File: config.mk
export PLATFORM = sky130hd
export DESIGN_NAME = cmd_display_mux
export DESIGN_NICKNAME = d
export VERILOG_FILES = /design/src/cmd_pkg.sv /design/src/cmd_sync.sv /design/src/cmd_display_mux.sv
export VERILOG_INCLUDE_DIRS = /design/src
export SDC_FILE = /design/constraint.sdc
export NUM_CORES = 1
export LEC_CHECK = 0
export ABC_CLOCK_PERIOD_IN_PS = 1700
export BUFFER_PORTS_ARGS = -buffer_cell sky130_fd_sc_hd__buf_2
export CORE_ASPECT_RATIO = 1.1
export CORE_UTILIZATION = 37
export CTS_BUF_LIST = sky130_fd_sc_hd__clkbuf_16
export DETAILED_ROUTE_END_ITERATION = 8
export PLACE_DENSITY = 0.66
export SLEW_MARGIN = 20
export SYNTH_ARGS = -nofsm -noshare
export SYNTH_HDL_FRONTEND = slang
export SYNTH_HIERARCHICAL = 1
export SYNTH_SLANG_ARGS = --single-unit
File: constraint.sdc
create_clock -name clk -period 1.7 [get_ports clk]
set_input_delay 0.425 -clock clk [delete_from_list [all_inputs] [get_ports clk]]
set_output_delay 0.425 -clock clk [all_outputs]
set_load 0.1 [all_outputs]
File: src/cmd_params.svh
// Constants for the console microstate display multiplexer
`ifndef CMD_PARAMS_SVH
`define CMD_PARAMS_SVH
`define CMD_UADDR_W 8
`define CMD_LAMP_W 16
`define CMD_HI_LSB 8
`define CMD_TS_W 2
`define CMD_TS1 2'h0
`define CMD_TS2 2'h1
`define CMD_TS3 2'h2
`define CMD_TS4 2'h3
`define CMD_FST_0 8'h7b
`define CMD_FST_1 8'h89
`define CMD_FST_2 8'hf2
`define CMD_FST_3 8'hce
`define CMD_FST_4 8'hfe
`define CMD_FST_5 8'hfd
`define CMD_FST_6 8'h1e
`define CMD_FST_7 8'h95
`define CMD_DSEL_W 2
`define CMD_DSEL_UADDR 2'h3
`define CMD_ASEL_W 3
`define CMD_ASEL_CONSOLE_PHYSICAL_VIEW 3'h6
`define CMD_ASEL_PROGRAM_PHYSICAL_VIEW 3'h7
`endif

File: src/cmd_pkg.sv
// Types for the console microstate display multiplexer
`include "cmd_params.svh"
package cmd_pkg;
  typedef enum logic [1:0] {
    CMD_STEP_RUN,
    CMD_STEP_CLOCK,
    CMD_STEP_ROM,
    CMD_STEP_MATCH
  } cmd_step_e;

  typedef struct packed {
    logic [`CMD_UADDR_W-1:0] fpu_cur;
    logic [`CMD_UADDR_W-1:0] fpu_next;
    logic [`CMD_UADDR_W-1:0] cpu_cur;
    logic [`CMD_UADDR_W-1:0] cpu_next;
  } cmd_uaddr_s;

  typedef struct packed {
    logic [`CMD_LAMP_W-1:0] data;
    logic [`CMD_LAMP_W-1:0] addr;
    logic data_uaddr;
    logic addr_exponent_alu;
  } cmd_lamps_s;
endpackage : cmd_pkg

File: src/cmd_sync.sv
// Two-stage synchroniser for console switch levels
`timescale 1ns/1ns
module cmd_sync #(
  parameter int WIDTH = 1
) (
  input wire logic clk,
  input wire logic rst_n,
  input wire logic ce,
  input wire logic [WIDTH-1:0] d,
  output logic [WIDTH-1:0] q
);
  logic [WIDTH-1:0] meta_reg;

  initial
  begin
    if (WIDTH < 1)
    begin
      $error("cmd_sync width must be positive");
    end
  end

  always_ff @(posedge clk or negedge rst_n)
  begin
    if (!rst_n)
    begin
      meta_reg <= '0;
      q <= '0;
    end
    else if (ce)
    begin
      meta_reg <= d;
      q <= meta_reg;
    end
  end
endmodule : cmd_sync

File: src/cmd_display_mux.sv
// Console lamp multiplexer for microcode addresses and exponent ALU
`timescale 1ns/1ns
`include "cmd_params.svh"
// Notes on behaviour
// Data lamps: coprocessor high byte, CPU low
// Operator selects microaddress view on data switch
// Single clock: current in TS1-2, next after
// ROM step or match shows next coprocessor address
// Coprocessor address updates at end of TS2
// Exponent ALU drives address lamps 15-0
// Exponent ALU shown only in eight float states
// Operator sets address switch to physical views
// Operator single-steps both units for meaning
// Other selector positions show normal sources
module cmd_display_mux (
  input wire logic clk,
  input wire logic rst_n,
  input wire logic ce,
  input wire logic [`CMD_TS_W-1:0] time_state,
  input wire logic ts2_end,
  input wire cmd_pkg::cmd_step_e step_mode,
  input wire cmd_pkg::cmd_uaddr_s uaddr,
  input wire logic [`CMD_LAMP_W-1:0] exponent_alu,
  input wire logic [`CMD_LAMP_W-1:0] normal_data,
  input wire logic [`CMD_LAMP_W-1:0] normal_addr,
  input wire logic [`CMD_DSEL_W-1:0] data_sel_sw,
  input wire logic [`CMD_ASEL_W-1:0] addr_sel_sw,
  output cmd_pkg::cmd_lamps_s lamps
);
  logic [`CMD_DSEL_W-1:0] data_sel;
  logic [`CMD_ASEL_W-1:0] addr_sel;
  logic [`CMD_UADDR_W-1:0] fpu_shown_reg;
  logic [`CMD_UADDR_W-1:0] fpu_show;
  logic [`CMD_UADDR_W-1:0] cpu_show;
  logic late_half;
  logic show_uaddr;
  logic show_exponent_alu;
  logic [`CMD_LAMP_W-1:0] data_lamp_reg;
  logic [`CMD_LAMP_W-1:0] addr_lamp_reg;
  logic data_uaddr_reg;
  logic addr_exponent_alu_reg;

  // Switches come from the operator panel, outside the clock domain
  cmd_sync #(.WIDTH(`CMD_DSEL_W)) u_dsel_sync (
    .clk(clk),
    .rst_n(rst_n),
    .ce(ce),
    .d(data_sel_sw),
    .q(data_sel)
  );

  cmd_sync #(.WIDTH(`CMD_ASEL_W)) u_asel_sync (
    .clk(clk),
    .rst_n(rst_n),
    .ce(ce),
    .d(addr_sel_sw),
    .q(addr_sel)
  );

  function automatic logic is_float_state(input logic [`CMD_UADDR_W-1:0] a);
    case (a)
      `CMD_FST_0, `CMD_FST_1, `CMD_FST_2, `CMD_FST_3,
      `CMD_FST_4, `CMD_FST_5, `CMD_FST_6, `CMD_FST_7: is_float_state = 1'b1;
      default: is_float_state = 1'b0;
    endcase
  endfunction : is_float_state

  // Coprocessor address register loads at end of TS2; a pause after TS2
  // holds it because ts2_end only pulses once per microcycle
  always_ff @(posedge clk or negedge rst_n)
  begin
    if (!rst_n)
    begin
      fpu_shown_reg <= '0;
    end
    else if (ce && ts2_end)
    begin
      fpu_shown_reg <= uaddr.fpu_next;
    end
  end

  assign late_half = (time_state == `CMD_TS3) || (time_state == `CMD_TS4);

  always_comb
  begin
    fpu_show = uaddr.fpu_cur;
    cpu_show = uaddr.cpu_cur;
    case (step_mode)
      cmd_pkg::CMD_STEP_CLOCK:
      begin
        fpu_show = late_half ? fpu_shown_reg : uaddr.fpu_cur;
        cpu_show = late_half ? uaddr.cpu_next : uaddr.cpu_cur;
      end
      cmd_pkg::CMD_STEP_ROM, cmd_pkg::CMD_STEP_MATCH:
      begin
        fpu_show = uaddr.fpu_next;
      end
      default:
      begin
        fpu_show = uaddr.fpu_cur;
        cpu_show = uaddr.cpu_cur;
      end
    endcase
  end

  assign show_uaddr = (data_sel == `CMD_DSEL_UADDR);
  assign show_exponent_alu = ((addr_sel == `CMD_ASEL_CONSOLE_PHYSICAL_VIEW) ||
                      (addr_sel == `CMD_ASEL_PROGRAM_PHYSICAL_VIEW)) &&
                     is_float_state(uaddr.cpu_cur);

  // Lamps are registered so the panel never sees decode glitches
  always_ff @(posedge clk or negedge rst_n)
  begin
    if (!rst_n)
    begin
      data_lamp_reg <= '0;
      data_uaddr_reg <= 1'b0;
    end
    else if (ce)
    begin
      data_uaddr_reg <= show_uaddr;
      if (show_uaddr)
      begin
        data_lamp_reg <= {fpu_show, cpu_show};
      end
      else
      begin
        data_lamp_reg <= normal_data;
      end
    end
  end

  always_ff @(posedge clk or negedge rst_n)
  begin
    if (!rst_n)
    begin
      addr_lamp_reg <= '0;
      addr_exponent_alu_reg <= 1'b0;
    end
    else if (ce)
    begin
      addr_exponent_alu_reg <= show_exponent_alu;
      if (show_exponent_alu)
      begin
        addr_lamp_reg <= exponent_alu;
      end
      else
      begin
        addr_lamp_reg <= normal_addr;
      end
    end
  end

  // One driver for the whole bundle keeps each field single-sourced
  assign lamps = {data_lamp_reg, addr_lamp_reg, data_uaddr_reg, addr_exponent_alu_reg};

  property p_data_uaddr;
    @(posedge clk) disable iff (!rst_n)
    (ce && show_uaddr && step_mode == cmd_pkg::CMD_STEP_RUN) |=>
      lamps.data == {$past(uaddr.fpu_cur), $past(uaddr.cpu_cur)};
  endproperty
  a_data_uaddr: assert property (p_data_uaddr)
    else $error("Data lamps do not show paired microaddresses");

  property p_clock_late;
    @(posedge clk) disable iff (!rst_n)
    (ce && show_uaddr && step_mode == cmd_pkg::CMD_STEP_CLOCK && late_half) |=>
      lamps.data[`CMD_HI_LSB-1:0] == $past(uaddr.cpu_next);
  endproperty
  a_clock_late: assert property (p_clock_late)
    else $error("Late time states must show next address");

  property p_clock_early;
    @(posedge clk) disable iff (!rst_n)
    (ce && show_uaddr && step_mode == cmd_pkg::CMD_STEP_CLOCK && !late_half) |=>
      lamps.data[`CMD_HI_LSB-1:0] == $past(uaddr.cpu_cur);
  endproperty
  a_clock_early: assert property (p_clock_early)
    else $error("Early time states must show current address");

  property p_rom_next;
    @(posedge clk) disable iff (!rst_n)
    (ce && show_uaddr && step_mode == cmd_pkg::CMD_STEP_ROM) |=>
      lamps.data[`CMD_LAMP_W-1:`CMD_HI_LSB] == $past(uaddr.fpu_next);
  endproperty
  a_rom_next: assert property (p_rom_next)
    else $error("ROM stepping must show next coprocessor address");

  property p_fpu_load;
    @(posedge clk) disable iff (!rst_n)
    (ce && ts2_end) |=> fpu_shown_reg == $past(uaddr.fpu_next);
  endproperty
  a_fpu_load: assert property (p_fpu_load)
    else $error("Coprocessor address not loaded at end of TS2");

  property p_fpu_hold;
    @(posedge clk) disable iff (!rst_n)
    (!ts2_end) |=> $stable(fpu_shown_reg);
  endproperty
  a_fpu_hold: assert property (p_fpu_hold)
    else $error("Coprocessor address changed outside TS2 end");

  property p_exponent_alu_shown;
    @(posedge clk) disable iff (!rst_n)
    (ce && show_exponent_alu) |=> lamps.addr == $past(exponent_alu) && lamps.addr_exponent_alu;
  endproperty
  a_exponent_alu_shown: assert property (p_exponent_alu_shown)
    else $error("Exponent ALU not on address lamps");

  property p_exponent_alu_only_float;
    @(posedge clk) disable iff (!rst_n)
    (ce && !is_float_state(uaddr.cpu_cur)) |=> !lamps.addr_exponent_alu;
  endproperty
  a_exponent_alu_only_float: assert property (p_exponent_alu_only_float)
    else $error("Exponent ALU shown outside float states");

  property p_normal;
    @(posedge clk) disable iff (!rst_n)
    (ce && !show_uaddr && !show_exponent_alu) |=>
      lamps.data == $past(normal_data) && lamps.addr == $past(normal_addr);
  endproperty
  a_normal: assert property (p_normal)
    else $error("Normal sources not shown");
endmodule : cmd_display_mux

==> summary.txt <==
Clocking
  – Worst-skew pair later-pin latency: 0.28 ns
  – CTS buffer count: 5
  – Cell chosen for the clock root: clkbuf_16
  – Hold buffers post-CTS: 0
  – CTS tree: yes
  – Clock slew seen by the registers of the worst setup and hold paths: about 0.07 ns
  – Clock sinks: 50
  – Clock buffer depth: 2
  – Max H-tree Level: 2
  – Post-CTS Setup Repair Bufs: 0

Setup path
  – CP Data Arrival Time: between 1.5 and 2 ns
  – Slowest stage delay, CP: 0.35 ns
  – FF-to-FF End: data_lamp_reg[5]$_DFFE_PN0P_
  – Crit path required time: 1.87 ns
  – R2R cell count: 4
  – CP Cell Sequence: buf_4 -> and4b_2 -> a21oi_1 -> o21ai_1 -> o2111ai_4 -> buf_12 -> mux2_2
  – Critical path launch point type: primary input
  – CP max-delay cell: mux2_2
  – R2R setup slack: 0.43 ns
  – Crit path to: addr_lamp_reg[15]$_DFFE_PN0P_
  – Critical path origin: uaddr[13]
  – Worst Path Max Fanout: 17
  – R2r startpoint: u_dsel_sync/q[0]$_DFFE_PN0P_
  – WS Path Type: in -> reg
  – CP Capture Type: register

Synthesis
  – Syn Nets: 312
  – Syn Inst Count: roughly 220
  – Syn. warnings: 6
  – Syn Area/Cell: 12.1 sq um
  – Cell Area, Synth: 2660 sq um

Status
  – Status: complete, no violations

Finish
  – Layout Utilization: a little over half
  – Most common cell after layout, fill and taps aside: buf_2
  – Antenna fix cells: 0
  – Most frequent cells in the layout: buf_2, dfrtp_1, mux2_2, mux2i_1, nand2_1
  – Layout Nets: approximately 450
  – Final non-filler cell area: between 3000 and 4000 sq um
  – Synth-to-Final Area Change: 37.4%
  – Fill cells: about 670
  – Share of cells above drive strength 1: about 59%

STA
  – Pins Over Slew Limit: 0
  – Tcrit/Tclk final: 96.6%
  – Maximum clock frequency: roughly 610 MHz
  – Max_slew headroom: ~66%
  – RSZ-0062 raised after global routing: true
  – Worst slew pin tran: slightly above 0.5 ns
  – Clock Skews: between 0.003 and 0.004 ns
  – Final Setup Violations: 0
  – Period minus WS final: between 1.5 and 2 ns
  – Post-route setup slack: a little under 0.06 ns
  – Hold Violations, Final: 0

Detailed routing
  – Routed WL per cell: around 13 um
  – Routed vias: about 2100
  – Residual DRC: 0
  – Post-DRT Antenna Nets: 0
  – DRT Pass-1 Iters: 4
  – Detailed Route WL: 5840 um
  – Detailed Route Iter0 Violations: 48
  – Vias/cell: 4.85

Global route
  – Met3 usage: 3.47%
  – Top Usage Layer GRT: met2
  – Initial antenna violation count: 0
  – First-pass GRT wire length: ~9900 um
  – GRT Residual Overflow: 0
  – Routing usage on met2: between 20% and 30%
  – Largest net degree at the start of global routing: around 50
  – Vias in the first global route: roughly 2100
  – Gr usage total: 16.2%
  – Met1 Usage GRT: between 15 and 20%

Floorplan
  – Die width: just over 80 um
  – Die footprint: between 7000 and 8000 sq um
  – Core Rows: 32
  – I/O pins: 127
  – Core area: between 6000 and 7000 sq um
  – Initial core utilization: between 30% and 40%
  – Die height: just over 90 um

Placement
  – # port buffers: ~120
  – Placed instance area: approximately 3500 sq um
  – DP Worst Slack: -0.305 ns
  – DP Wirelength: ~4300 um
  – Final Wtd Congestion: approximately 0.8

Worst hold path
  – Min-Delay Path Class: in -> async

Power
  – Pwr Total: between 3000 and 4000 uW
  – Peak supply drop: slightly above 0.6 mV
  – Lkg Pwr: 0.00189 uW
  – PwrDens: 1070 nW/um^2

Run
  – Max cap viols: 0
-- where the power goes --
part / internal, uW / total (uW) / switching (uW)
combinational: 418 / 1520 / 1100
sequential: 1350 / 1430 / 81.4
clock: 538 / 966 / 428
-- what timing repair did --
action | CTS | global route
gates resized for setup | 1 | 11
endpoints found under the setup margin | 1 | 16
pin swaps | 0 | 1
-- cell type report --
cell class                      instances  area, sq um  share of cell area [%]
Sequential cell                        50         1250                    34.3
Tap cell                               85          106                    2.91
Clock buffer                            5          125                    3.43
Clock inverter                          3         16.3                   0.445
Inverter                                3         11.3                   0.308
Timing Repair Buffer                  140          808                    22.1
Multi-Input combinational cell        152         1330                    36.5
-- worst min path at each step --
stage | startpoint | slack, ns | cells after the start | end
after floorplan | rst_n | 0.13 | 0 | addr_exponent_alu_reg$_DFFE_PN0P_
after global placement | rst_n | 0.44 | 2 | fpu_shown_reg[0]$_DFFE_PN0P_
after detailed placement | rst_n | 0.45 | 2 | fpu_shown_reg[5]$_DFFE_PN0P_
after CTS | rst_n | 0.14 | 2 | fpu_shown_reg[5]$_DFFE_PN0P_
after global routing | rst_n | 0.15 | 2 | fpu_shown_reg[5]$_DFFE_PN0P_
final | rst_n | 0.13 | 2 | data_lamp_reg[15]$_DFFE_PN0P_
-- metrics by stage --
stage	TNS [ns]	cells	hold WS [ns]
floorplan	-1.17	219	0.129
global placement	-4.36	430	0.436
detailed placement	-4.56	430	0.448
CTS	0	438	0.137
global route	-0.0266	438	0.154
finish	0	438	0.126
-- worst max-delay path, delay by kind of cell --
kind | cells | cell delay (ns)
AOI/OAI and AO/OA | 3 | 0.46
muxes | 1 | 0.35
buffers and inverters | 2 | 0.33
and+or+nand+nor | 1 | 0.23
-- metal layers --
| layer | share of wire (%) | vias up |
|---|---|---|
| met2 | 50 | 69 |
| met1 | 43 | 996 |
| met5 | 0 | - |
| met4 | 1.5 | 0 |
| met3 | 4.9 | 8 |
| li1 | - | 1050 |
No activity file was read; power rests on OpenSTA's default activity.
